**src/include/tfcs_map.vh**
```
`ifndef TFCS_MAP_VH
`define TFCS_MAP_VH

// command words as seen on the command port, go bit in bit 0
`define TFCS_CMD_W          6
`define TFCS_CMD_REWIND     6'h07
`define TFCS_CMD_DCLR       6'h09
`define TFCS_CMD_MARK       6'h17
`define TFCS_CMD_SPACE_FWD  6'h19
`define TFCS_CMD_SPACE_REV  6'h1B
`define TFCS_CMD_WRITE      6'h31
`define TFCS_CMD_READ_FWD   6'h39
`define TFCS_CMD_READ_REV   6'h3F

// motion requests towards the transport
`define TFCS_OP_W           3
`define TFCS_OP_REWIND      3'h1
`define TFCS_OP_WRITE       3'h2
`define TFCS_OP_READ_FWD    3'h3
`define TFCS_OP_READ_REV    3'h4
`define TFCS_OP_SPACE_FWD   3'h5
`define TFCS_OP_SPACE_REV   3'h6
`define TFCS_OP_MARK        3'h7

// drive status bit positions
`define TFCS_DS_ATA         15
`define TFCS_DS_ERR         14
`define TFCS_DS_PIP         13
`define TFCS_DS_MOL         12
`define TFCS_DS_WRL         11
`define TFCS_DS_EOT         10
`define TFCS_DS_DRY         7
`define TFCS_DS_SSC         6
`define TFCS_DS_IDB         4
`define TFCS_DS_TM          2
`define TFCS_DS_BOT         1

// drive type bit positions
`define TFCS_DT_TAPE        14
`define TFCS_DT_SPR         10
`define TFCS_DT_CODE_MSB    7

// tape control field positions and reset value
`define TFCS_TC_SEL_MSB     2
`define TFCS_TC_EVEN        3
`define TFCS_TC_FMT_LSB     4
`define TFCS_TC_FMT_MSB     7
`define TFCS_TC_DEN_LSB     8
`define TFCS_TC_DEN_MSB     10
`define TFCS_TC_MASK        16'h07FF
`define TFCS_TC_RESET       16'h0000

// density code taken as phase encoded, and frame count reset value
`define TFCS_DEN_PE         3'h4
`define TFCS_FC_RESET       16'h0000

// transport input bit positions in the synchronised bundle
`define TFCS_TP_W           9
`define TFCS_TP_PRESENT     0
`define TFCS_TP_ONLINE      1
`define TFCS_TP_WLOCK       2
`define TFCS_TP_BOT         3
`define TFCS_TP_EOT         4
`define TFCS_TP_MARK        5
`define TFCS_TP_FRAME       6
`define TFCS_TP_GAP         7
`define TFCS_TP_REWDONE     8

`endif

```
**src/tfcs_top.v**
```verilog
//
// Operation
// - rewind is command 07 with go, accepted only while drive ready is set.
// - rewind drops drive ready one cycle, raises it once passed to transport.
// - command 11 with go clears this formatter's own state, and also pulses drive_clear and, if busy, motion_stop.
// - rewind done gives slave change, attention, clears positioning, shows beginning of tape.
// - attention sets at once if ready, else as soon as ready returns.
// - status bit 14 mirrors any error; bit 6 sets on transport status change.
// - bit 12 shows medium online; bit 11 write lock, which blocks all writes.
// - bit 7 shows drive ready; bit 1 shows tape at beginning marker.
// - tape control bit 3 set selects even parity in NRZI, clear selects odd.
// - phase encoded density always uses odd character parity.
// - tape control holds format in bits 4-7, density in bits 8-10.
// - write record is command 61 with go, after counts are loaded.
// - write frame count is two or four characters per 16-bit word.
// - after a write, status bit 4 follows phase encoded density selection.
// - read forward is command 71 with go, no frame count load needed.
// - frame count clears itself when a read transfer starts.
// - space ends on frame count overflow, or beginning, end, or tape mark.
// - command 27 with go writes tape mark; status bit 2 shows mark seen.
// - drive type shows bit 14 for tape and fixed code in bits 0-7.
// - drive type bit 10 shows selected transport present.
`timescale 1ns/10ps
`include "tfcs_map.vh"

module tfcs_top
#(
    parameter [7:0]  TYPE_CODE  = 8'h5A,  // arbitrary neutral type code
    parameter [2:0]  PE_DENSITY = `TFCS_DEN_PE,
    parameter        FC_W       = 16,
    parameter        CHAR_W     = 8
)
(
    input  wire                   ref_clk,
    input  wire                   rst_b,
    input  wire                   cmd_wr,
    input  wire [`TFCS_CMD_W-1:0] cmd_word,
    input  wire                   tc_wr,
    input  wire [15:0]            tc_wdata,
    input  wire                   fc_wr,
    input  wire [FC_W-1:0]        fc_wdata,
    input  wire                   ata_clr,
    input  wire [15:0]            err_flags,
    input  wire [CHAR_W-1:0]      wr_char,
    input  wire                   tp_present,
    input  wire                   tp_online,
    input  wire                   tp_wlock,
    input  wire                   tp_bot,
    input  wire                   tp_eot,
    input  wire                   tp_mark,
    input  wire                   tp_frame,
    input  wire                   tp_gap,
    input  wire                   tp_rew_done,
    output reg  [15:0]            drive_status,
    output reg  [15:0]            drive_type,
    output reg  [15:0]            tape_control,
    output reg  [FC_W-1:0]        frame_count,
    output reg                    attention_line,
    output reg  [`TFCS_OP_W-1:0]  motion_op,
    output reg                    motion_go,
    output reg                    motion_stop,
    output reg                    drive_clear,
    output wire                   char_parity
);

    localparam [2:0] ST_IDLE  = 3'h0;
    localparam [2:0] ST_REW   = 3'h1;
    localparam [2:0] ST_WRITE = 3'h2;
    localparam [2:0] ST_READ  = 3'h3;
    localparam [2:0] ST_SPACE = 3'h4;
    localparam [2:0] ST_MARK  = 3'h5;

    wire [`TFCS_TP_W-1:0] tp_s;
    reg  [`TFCS_TP_W-1:0] tp_d_r;
    wire [`TFCS_TP_W-1:0] tp_rise;

    reg  [2:0]            state_r;
    reg  [2:0]            state_nxt;
    reg                   dry_r;
    reg                   pip_r;
    reg                   ssc_r;
    reg                   ata_r;
    reg                   ata_pend_r;
    reg                   tm_r;
    reg                   idb_r;
    reg                   rev_r;
    reg  [FC_W-1:0]       fc_r;
    reg  [FC_W-1:0]       fc_nxt;
    reg                   go_nxt;
    reg                   stop_nxt;
    reg  [`TFCS_OP_W-1:0] op_nxt;

    wire                  dclr_cmd;
    wire                  go_ok;
    wire                  pe_mode;
    wire                  any_err;
    wire [FC_W-1:0]       fc_inc;
    wire [FC_W-1:0]       fc_dec;
    wire                  status_change;

    // transport pins are asynchronous to ref_clk
    tfcs_sync
    #(
        .WIDTH    (`TFCS_TP_W)
    )
    u_sync
    (
        .ref_clk  (ref_clk),
        .rst_b    (rst_b),
        .async_in ({tp_rew_done, tp_gap, tp_frame, tp_mark, tp_eot,
                    tp_bot, tp_wlock, tp_online, tp_present}),
        .sync_out (tp_s)
    );

    // edge history taken from the synchronised side only
    always @(posedge ref_clk)
    begin
        if (!rst_b)
            tp_d_r <= {`TFCS_TP_W{1'b0}};
        else
            tp_d_r <= tp_s;
    end

    assign tp_rise = tp_s & ~tp_d_r;

    // phase encoded forces odd parity over the select bit
    assign pe_mode = (tape_control[`TFCS_TC_DEN_MSB:`TFCS_TC_DEN_LSB] == PE_DENSITY);

    tfcs_parity
    #(
        .WIDTH      (CHAR_W)
    )
    u_parity
    (
        .ref_clk    (ref_clk),
        .rst_b      (rst_b),
        .char_in    (wr_char),
        .even_sel   (tape_control[`TFCS_TC_EVEN] & ~pe_mode),
        .parity_out (char_parity)
    );

    // drive clear is taken in any state so a hung operation can be undone
    assign dclr_cmd      = cmd_wr && (cmd_word == `TFCS_CMD_DCLR);
    assign go_ok         = cmd_wr && cmd_word[0] && dry_r;
    assign any_err       = |err_flags;
    assign fc_inc        = fc_r + {{(FC_W-1){1'b0}}, 1'b1};
    assign fc_dec        = fc_r - {{(FC_W-1){1'b0}}, 1'b1};
    assign status_change = tp_rise[`TFCS_TP_REWDONE] && pip_r;

    // command decode and operation sequencing
    always @*
    begin
        state_nxt = state_r;
        fc_nxt    = fc_r;
        go_nxt    = 1'b0;
        stop_nxt  = 1'b0;
        op_nxt    = motion_op;
        case (state_r)
            ST_IDLE:
            begin
                if (fc_wr)
                    fc_nxt = fc_wdata;
                if (go_ok && !dclr_cmd)
                begin
                    if (cmd_word == `TFCS_CMD_REWIND)
                    begin
                        state_nxt = ST_REW;
                        op_nxt    = `TFCS_OP_REWIND;
                        go_nxt    = 1'b1;
                    end
                    else if (cmd_word == `TFCS_CMD_WRITE && !tp_s[`TFCS_TP_WLOCK])
                    begin
                        state_nxt = ST_WRITE;
                        op_nxt    = `TFCS_OP_WRITE;
                        go_nxt    = 1'b1;
                    end
                    else if (cmd_word == `TFCS_CMD_MARK && !tp_s[`TFCS_TP_WLOCK])
                    begin
                        state_nxt = ST_MARK;
                        op_nxt    = `TFCS_OP_MARK;
                        go_nxt    = 1'b1;
                    end
                    else if (cmd_word == `TFCS_CMD_READ_FWD || cmd_word == `TFCS_CMD_READ_REV)
                    begin
                        state_nxt = ST_READ;
                        fc_nxt    = {FC_W{1'b0}};
                        op_nxt    = (cmd_word == `TFCS_CMD_READ_REV) ? `TFCS_OP_READ_REV
                                                                     : `TFCS_OP_READ_FWD;
                        go_nxt    = 1'b1;
                    end
                    else if (cmd_word == `TFCS_CMD_SPACE_FWD || cmd_word == `TFCS_CMD_SPACE_REV)
                    begin
                        state_nxt = ST_SPACE;
                        op_nxt    = (cmd_word == `TFCS_CMD_SPACE_REV) ? `TFCS_OP_SPACE_REV
                                                                      : `TFCS_OP_SPACE_FWD;
                        go_nxt    = 1'b1;
                    end
                end
            end
            ST_REW:
            begin
                // request already passed to the transport: ready again
                state_nxt = ST_IDLE;
            end
            ST_WRITE:
            begin
                // one character per frame strobe, host sized the count
                if (tp_rise[`TFCS_TP_FRAME])
                begin
                    fc_nxt = fc_dec;
                    if (fc_r == {{(FC_W-1){1'b0}}, 1'b1})
                    begin
                        state_nxt = ST_IDLE;
                        stop_nxt  = 1'b1;
                    end
                end
            end
            ST_READ:
            begin
                if (tp_rise[`TFCS_TP_FRAME])
                    fc_nxt = fc_inc;
                if (tp_rise[`TFCS_TP_GAP] || (rev_r && tp_rise[`TFCS_TP_BOT]))
                begin
                    state_nxt = ST_IDLE;
                    stop_nxt  = 1'b1;
                end
            end
            ST_SPACE:
            begin
                // count records up from the negated value towards zero
                if (tp_rise[`TFCS_TP_GAP])
                    fc_nxt = fc_inc;
                if ((tp_rise[`TFCS_TP_GAP] && fc_inc == {FC_W{1'b0}}) ||
                    tp_rise[`TFCS_TP_BOT] || tp_rise[`TFCS_TP_EOT] ||
                    tp_rise[`TFCS_TP_MARK])
                begin
                    state_nxt = ST_IDLE;
                    stop_nxt  = 1'b1;
                end
            end
            ST_MARK:
            begin
                if (tp_rise[`TFCS_TP_MARK])
                begin
                    state_nxt = ST_IDLE;
                    stop_nxt  = 1'b1;
                end
            end
            default:
            begin
                state_nxt = ST_IDLE;
            end
        endcase
        if (dclr_cmd)
        begin
            state_nxt = ST_IDLE;
            stop_nxt  = (state_r != ST_IDLE);
        end
    end

    // sequencer registers and transport requests
    always @(posedge ref_clk)
    begin
        if (!rst_b)
        begin
            state_r     <= ST_IDLE;
            fc_r        <= `TFCS_FC_RESET;
            motion_op   <= {`TFCS_OP_W{1'b0}};
            motion_go   <= 1'b0;
            motion_stop <= 1'b0;
            drive_clear <= 1'b0;
            rev_r       <= 1'b0;
            dry_r       <= 1'b1;
        end
        else
        begin
            state_r     <= state_nxt;
            fc_r        <= fc_nxt;
            motion_op   <= op_nxt;
            motion_go   <= go_nxt;
            motion_stop <= stop_nxt;
            drive_clear <= dclr_cmd;
            if (go_nxt)
                rev_r <= (op_nxt == `TFCS_OP_READ_REV);
            dry_r       <= (state_nxt == ST_IDLE);
        end
    end

    // positioning, slave change and attention; a set wins over a clear, except that rewind done clearing positioning wins over a new rewind
    always @(posedge ref_clk)
    begin
        if (!rst_b)
        begin
            pip_r      <= 1'b0;
            ssc_r      <= 1'b0;
            ata_r      <= 1'b0;
            ata_pend_r <= 1'b0;
        end
        else
        begin
            if (status_change)
                pip_r <= 1'b0;
            else if (state_r == ST_IDLE && state_nxt == ST_REW)
                pip_r <= 1'b1;
            else if (dclr_cmd)
                pip_r <= 1'b0;

            if (status_change)
                ssc_r <= 1'b1;
            else if (dclr_cmd)
                ssc_r <= 1'b0;

            // attention held off while busy, raised when ready returns
            if ((status_change || ata_pend_r) && dry_r)
                ata_r <= 1'b1;
            else if (dclr_cmd || ata_clr)
                ata_r <= 1'b0;

            if (status_change && !dry_r)
                ata_pend_r <= 1'b1;
            else if (dry_r || dclr_cmd)
                ata_pend_r <= 1'b0;
        end
    end

    // tape mark seen and encoding of the last written record
    always @(posedge ref_clk)
    begin
        if (!rst_b)
        begin
            tm_r  <= 1'b0;
            idb_r <= 1'b0;
        end
        else
        begin
            if (tp_rise[`TFCS_TP_MARK])
                tm_r <= 1'b1;
            else if (dclr_cmd || go_nxt)
                tm_r <= 1'b0;

            if (state_r == ST_WRITE && state_nxt == ST_IDLE && !dclr_cmd)
                idb_r <= pe_mode;
            else if (dclr_cmd)
                idb_r <= 1'b0;
        end
    end

    // tape control held while busy so a transfer sees stable fields
    always @(posedge ref_clk)
    begin
        if (!rst_b)
            tape_control <= `TFCS_TC_RESET;
        else if (tc_wr && dry_r)
            tape_control <= tc_wdata & `TFCS_TC_MASK;
    end

    // host-visible images, all registered
    always @(posedge ref_clk)
    begin
        if (!rst_b)
        begin
            drive_status   <= 16'h0000;
            drive_type     <= 16'h0000;
            frame_count    <= `TFCS_FC_RESET;
            attention_line <= 1'b0;
        end
        else
        begin
            drive_status                  <= 16'h0000;
            drive_status[`TFCS_DS_ATA]    <= ata_r;
            drive_status[`TFCS_DS_ERR]    <= any_err;
            drive_status[`TFCS_DS_PIP]    <= pip_r;
            drive_status[`TFCS_DS_MOL]    <= tp_s[`TFCS_TP_ONLINE];
            drive_status[`TFCS_DS_WRL]    <= tp_s[`TFCS_TP_WLOCK];
            drive_status[`TFCS_DS_EOT]    <= tp_s[`TFCS_TP_EOT];
            drive_status[`TFCS_DS_DRY]    <= dry_r;
            drive_status[`TFCS_DS_SSC]    <= ssc_r;
            drive_status[`TFCS_DS_IDB]    <= idb_r;
            drive_status[`TFCS_DS_TM]     <= tm_r;
            drive_status[`TFCS_DS_BOT]    <= tp_s[`TFCS_TP_BOT];
            drive_type                    <= 16'h0000;
            drive_type[`TFCS_DT_TAPE]     <= 1'b1;
            drive_type[`TFCS_DT_SPR]      <= tp_s[`TFCS_TP_PRESENT];
            drive_type[`TFCS_DT_CODE_MSB:0] <= TYPE_CODE;
            frame_count                   <= fc_r;
            attention_line                <= ata_r;
        end
    end

endmodule

```
**src/tfcs_sync.v**
```verilog
`timescale 1ns/10ps
// two stage synchroniser for a bundle of independent levels
module tfcs_sync
#(
    parameter WIDTH = 1
)
(
    input  wire             ref_clk,
    input  wire             rst_b,
    input  wire [WIDTH-1:0] async_in,
    output reg  [WIDTH-1:0] sync_out
);

    reg [WIDTH-1:0] meta_r;

    // first stage feeds only the second stage
    always @(posedge ref_clk)
    begin
        if (!rst_b)
        begin
            meta_r   <= {WIDTH{1'b0}};
            sync_out <= {WIDTH{1'b0}};
        end
        else
        begin
            meta_r   <= async_in;
            sync_out <= meta_r;
        end
    end

endmodule

```
**src/tfcs_parity.v**
```verilog
`timescale 1ns/10ps
// character parity bit, registered
module tfcs_parity
#(
    parameter WIDTH = 8
)
(
    input  wire             ref_clk,
    input  wire             rst_b,
    input  wire [WIDTH-1:0] char_in,
    input  wire             even_sel,
    output reg              parity_out
);

    // even parity: bit makes total count even; odd: makes it odd
    always @(posedge ref_clk)
    begin
        if (!rst_b)
            parity_out <= 1'b0;
        else
            parity_out <= (^char_in) ^ ~even_sel;
    end

endmodule

```
**config.mk**
```make
export PLATFORM = sky130hd
export DESIGN_NAME = tfcs_top
export DESIGN_NICKNAME = d
export VERILOG_FILES = /design/src/tfcs_top.v /design/src/tfcs_sync.v /design/src/tfcs_parity.v
export VERILOG_INCLUDE_DIRS = /design/src /design/src/include
export SDC_FILE = /design/constraint.sdc
export NUM_CORES = 1
export LEC_CHECK = 0
export BUFFER_PORTS_ARGS = -buffer_cell sky130_fd_sc_hd__buf_2
export CAP_MARGIN = 20
export CORE_UTILIZATION = 54
export DETAILED_ROUTE_END_ITERATION = 6
export PLACE_DENSITY = 0.83
export RECOVER_POWER = 100
export SYNTH_ARGS = -nofsm -noshare
export SYNTH_HDL_FRONTEND = slang
export SYNTH_SLANG_ARGS = --single-unit
```
**constraint.sdc**
```tcl
create_clock -name ref_clk -period 6.1 [get_ports ref_clk]
set_input_delay 1.22 -clock ref_clk [delete_from_list [all_inputs] [get_ports ref_clk]]
set_output_delay 1.22 -clock ref_clk [all_outputs]
set_load 0.05 [all_outputs]
```
== Yosys cells after proc, flatten, opt, wreduce, memory -nomap -nowiden ==
Cells that the tools add are included.
Widths: inputs -> output; s select.

* Register bits after elaboration: 121
* Bits of input ports: 77
* Output and inout bits: 72

* $add $sub $neg: 2
* Equality and inequality tests: 19
* Muxes and demuxes: 57
* Bitwise operators: 7
* Reduce and logical (&&, ||, !) cells: 43

{| class="wikitable"
|+ Operators with widths
! operator !! number
|-
| $mux 16 || 9
|-
| $pmux 16 s4 || 1
|-
| $mux 3 || 20
|-
| $mux 1 || 23
|-
| $eq 6x5->1 const B || 3
|-
| $eq 6x6->1 const B || 3
|-
| $add 16x1->16 const B || 1
|-
| $eq 16x1->1 const B || 1
|-
| $logic_not 16->1 || 1
|-
| $reduce_or 16->1 || 1
|-
| $sub 16x1->16 const B || 1
|-
| $logic_and 1x1->1 || 15
|-
| $mux 15 || 1
|-
| $pmux 3 s5 || 1
|-
| $eq 3x3->1 const B || 4
|-
| $reduce_bool 2->1 || 6
|-
| $logic_or 1x1->1 || 10
|-
| $and 9x9->9 || 1
|-
| $not 9->9 || 1
|-
| $reduce_xor 8->1 || 1
|-
| $eq 3x2->1 const B || 2
|-
| $eq 6x3->1 const B || 1
|-
| $eq 6x4->1 const B || 1
|-
| $logic_not 3->1 || 2
|-
| 12 further kinds || 18
|}

== Depth between registers and ports, before layout ==
* Depth after elaboration: 14
* Gate-level depth with buffers: 10
* Depth with buffers taken out: 9

== Modules after synthesis ==
Synthesis repeated with hierarchy kept, for this count alone.

* Cells, all modules: 577
* Area total of the unflattened synthesis: 4,947.2 µm²

{| class="wikitable"
|+ By module, submodules not included
! module !! instances !! cells each !! area an instance (µm²) !! sequential area each (µm²)
|-
| tfcs_top || 1 || 530 || 4,329.2 || 1,541.5
|-
| tfcs_sync || 1 || 37 || 501.7 || 360.3
|-
| tfcs_parity || 1 || 10 || 116.4 || 20.0
|}

== Worst setup path before layout ==
No wires, ideal clock.

* Kind: in2reg
* Start point: input port cmd_word[1]
* End point: register idb_r
* Library setup time: 0.070 ns
* Arrival time: 3.267 ns
* Path slack: 2.763 ns
* Stages: 8
* Path buffers: 1
* Path through: buf_4 > nand4bb_1 > or3_4 > a311o_1 > a32o_1 > o21a_1 > or4_1 > a21oi_1

* Word-level cells in the longest chain between the ends: 14

{| class="wikitable"
|+ Ends and longest elaborated chain
! what !! line !! source
|-
| start: declaration || tfcs_top.v:37 || <nowiki>input wire [`TFCS_CMD_W-1:0] cmd_word,</nowiki>
|-
| $eq 6x5->1 (no line) || n/a ||
|-
| $logic_or 1x1->1 (no line) || n/a ||
|-
| $mux 3 || tfcs_top.v:191 || <nowiki>else if (cmd_word == `TFCS_CMD_SPACE_FWD || cmd_word == `TFCS_CMD_SPACE_REV)</nowiki>
|-
| $mux 3 || tfcs_top.v:183 || <nowiki>else if (cmd_word == `TFCS_CMD_READ_FWD || cmd_word == `TFCS_CMD_READ_REV)</nowiki>
|-
| $mux 3 || tfcs_top.v:177 || <nowiki>else if (cmd_word == `TFCS_CMD_MARK && !tp_s[`TFCS_TP_WLOCK])</nowiki>
|-
| $mux 3 || tfcs_top.v:171 || <nowiki>else if (cmd_word == `TFCS_CMD_WRITE && !tp_s[`TFCS_TP_WLOCK])</nowiki>
|-
| $mux 3 || tfcs_top.v:165 || <nowiki>if (cmd_word == `TFCS_CMD_REWIND)</nowiki>
|-
| $mux 3 || tfcs_top.v:163 || <nowiki>if (go_ok && !dclr_cmd)</nowiki>
|-
| $pmux 3 s5 || tfcs_top.v:158 || <nowiki>case (state_r)</nowiki>
|-
| $mux 3 || tfcs_top.v:254 || <nowiki>if (dclr_cmd)</nowiki>
|-
| $logic_not 3->1 || tfcs_top.v:341 || <nowiki>if (state_r == ST_WRITE && state_nxt == ST_IDLE && !dclr_cmd)</nowiki>
|-
| $logic_and 1x1->1 (2 in series) || tfcs_top.v:341 ||
|-
| $mux 1 / $reduce_bool 2->1 (equally long branches) || n/a ||
|-
| end signal: assignment || tfcs_top.v:342 || <nowiki>idb_r <= pe_mode;</nowiki>
|-
| end: declaration || tfcs_top.v:85 || <nowiki>reg idb_r;</nowiki>
|}

Several ways; a longest one is shown, not always the timed one.
A chain may end at the register's enable or synchronous reset.

== Worst setup path after layout ==
* Start point: input port rst_b
* End point: register pip_r

* Word-level cells in the longest chain between the ends: 2

{| class="wikitable"
|+ Ends and longest elaborated chain
! what !! line !! source
|-
| start: declaration || tfcs_top.v:35 || <nowiki>input wire rst_b,</nowiki>
|-
| $not 1->1 (no line) || n/a ||
|-
| $reduce_or 2->1 (no line) || n/a ||
|-
| end signal: assignment || tfcs_top.v:294 || <nowiki>pip_r <= 1'b0;</nowiki>
|-
| end signal: assignment || tfcs_top.v:302 || <nowiki>pip_r <= 1'b0;</nowiki>
|-
| end signal: assignment || tfcs_top.v:304 || <nowiki>pip_r <= 1'b1;</nowiki>
|-
| end: declaration || tfcs_top.v:80 || <nowiki>reg pip_r;</nowiki>
|}

No other way between the ends.

==> run metrics <==
status=finished, violations left; violations in the final reports=design-rule violations, max-capacitance violations, max-slew violations; layout net count=about 770; Final min period=around 4.2 ns; synthesis-stage register bit count=96; IO Pins=between 100 and 150; worst-path fanout max=58; Sink Count=96; layout cell share with drive strength beyond 1=15.2%; die area=around 0.0096 mm2; sequential share of the synthesized area=38.8%; post-DR wirelength/cell=14.7 um; clock latency on the worst-skew pair=around 0.37 ns; commonest non-fill, non-tap cell in the layout=dfxtp_1; CP most frequent cell=clkbuf_1; most frequent cells in the layout=dfxtp_1, buf_2, nand2_1, clkbuf_1, nor2_1; Setup violations, final=0; power per cell area=around 250 mW/mm2; pin count of the biggest net entering global routing=59; CP delay by family, top=buffers and inverters; TritonCTS clock tree=yes; leakage power=about 0.0022 uW; reg-to-reg endpoint=idb_r; CP endpoint kind=register; H-tree depth=3; Die X-Extent=97.8 um; initial antenna violation count=0; post-synthesis cell count=between 600 and 700; worst path cell trace=buf_2 -> clkbuf_1 -> inv_1 -> clkbuf_1 -> a211oi_1; CP startpoint=rst_b; RSZ-0062 raised after global routing=false; post-DR vias/cell=roughly 5.8; Worst path max stage delay=1.38 ns; Num CTS Buffers=9; root buffer cell=clkbuf_8; hold bufs inserted after CTS=0; worst hold-check path type=reg -> reg; clk slew on worst S/H paths=0.10 ns; max_slew headroom=-29.4%; first-pass GRT wire length=19600 um; core outline area=just under 0.009 mm2; WP depth=5; Residual DRC=20; vias in the first global route=roughly 4200; Total GRT Usage=~25%; Setup TNS=0 ns; Max Cap Viol=1; Ys Warns=0; post-synthesis cell area=0.00496 mm2; Crit Path Class=in -> reg; Max Clock Skew=approximately 0.013 ns; CP max stage cell=clkbuf_1; DP Wirelength=8150 um; Starting Density=between 50% and 60%; worst slew pin tran=approximately 1.9 ns; final worst-path cycle share=68.9%; r2r startpoint=fc_r[5]; Crit path required time=about 6.4 ns; Area growth, synth to finish=11.6%; Startpoint Class=primary input; number of enable flip-flop cells after synthesis=0; Vias=about 4600; worst vdd ir=approximately 0.00016 V; Die Height=roughly 98 um; antenna diode count=0; # resized after CTS=0; Placer Congestion=about 0.92; worst setup path endpoint=pip_r; GRT overflow=0; distinct cell type count after synthesis=72; initial drt markers=about 270; Critical path buffers and inverters=4; syn_area_per_cell=8.23 um2; Max Fclk=roughly 0.24 GHz; Rows=34; Worst Reg-to-Reg Cells=7; Slew Viols, Final=a little under 60; port bufs=between 100 and 150; Routed Antenna Nets=0; Hold Fails Final Rpt=0; Worst R2R Setup Slack=roughly 2.9 ns; Total Wirelength=11700 um; asr flop ratio synth=0%; worst-case clock buffer depth=2; First-pass DRT Iterations=7; postcts setup bufs=0; post-layout util=approximately 63%; # fillers=a little under 800; Post-synth top flop=dfxtp_1; CP arrival=about 4.5 ns
==> synthesized netlist by cell type, types with 9 or more instances <==
| cell type | n | area share, % |
|---|---|---|
| a21oi_1 | 44 | 4.4 |
| and2_1 | 56 | 7.1 |
| buf_4 | 31 | 4.7 |
| clkbuf_1 | 31 | 2.3 |
| dfxtp_1 | 96 | 39 |
| inv_1 | 12 | 0.91 |
| nand2_1 | 55 | 4.2 |
| nand3_1 | 15 | 1.5 |
| nor2_1 | 45 | 3.4 |
| nor3_1 | 10 | 1.0 |
| nor4_1 | 9 | 1.1 |
| o21ai_0 | 31 | 3.1 |
| xnor2_1 | 16 | 2.8 |
==> state kept, by name, summed over array words and instances, names as in the netlist, 3 cells and up <==
| name | flops |
|---|---|
| tape_control | 11 |
| drive_status | 7 |
| state_r | 3 |
| motion_op | 3 |
| u_sync.meta_r | 9 |
| u_sync.sync_out | 9 |
| tp_d_r | 9 |
| frame_count | 16 |
| fc_r | 16 |
==> per-layer routing <==
metal | global-route usage (%) | vias to the layer above | part of all wire, %
li1 | - | 2237 | -
met1 | 32.8 | 2138 | 43
met2 | 40.9 | 220 | 48
met3 | 4.65 | 19 | 7.8
met4 | 9.67 | 0 | 1.6
met5 | 0 | - | 0
==> worst min path at each step <==
stage	to	from	cells past startpoint
2_1_floorplan	tp_d_r[0]	u_sync.sync_out[0]	1
6_report	u_sync.sync_out[5]	u_sync.meta_r[5]	1
4_1_cts	u_sync.sync_out[5]	u_sync.meta_r[5]	1
5_1_grt	tp_d_r[0]	u_sync.sync_out[0]	1
3_3_place_gp	tp_d_r[1]	u_sync.sync_out[1]	1
3_5_place_dp	u_sync.sync_out[5]	u_sync.meta_r[5]	1
==> where the power goes <==
part           internal, uW  leakage [uW]  switching [uW]
sequential              657      0.000787            39.2
combinational          88.2       0.00134             184
clock                   160     0.0000966             249
==> cells by family (layout without fill, tap and decap cells) <==
logic type	Yosys count	after routing	share of synthesized area, %
fa+ha+maj	3	3	0.757
compound gates	141	141	18.8
other cells	1	20	0.0756
simple gates	247	247	27.3
buf+inv	86	156	9.06
xor+xnor	19	19	3.36
flops	96	96	38.8
mux	9	9	1.89
==> final cells by class <==
type / count / area, um2 / share of cell area [%]
Clock buffer: 9 / 124 / 2.24
Clock inverter: 7 / 72.6 / 1.31
Inverter: 13 / 48.8 / 0.882
Multi-Input combinational cell: 439 / 2660 / 48.0
Sequential cell: 96 / 1920 / 34.7
Tap cell: 108 / 135 / 2.44
Timing Repair Buffer: 127 / 572 / 10.3
==> through the flow <==
step	std cells	hold WS [ns]	power [uW]	setup WS (ns)	area, um2
5_1_grt	799	0.470	1440	1.44	5530
4_1_cts	798	0.447	1390	2.91	5600
3_5_place_dp	782	0.422	984	2.52	5400
3_3_place_gp	782	0.414	976	2.59	5400
2_1_floorplan	621	0.412	928	2.76	5030
6_report	799	0.442	1380	1.90	5530
Note: power is estimated with default switching activity, not from simulation.
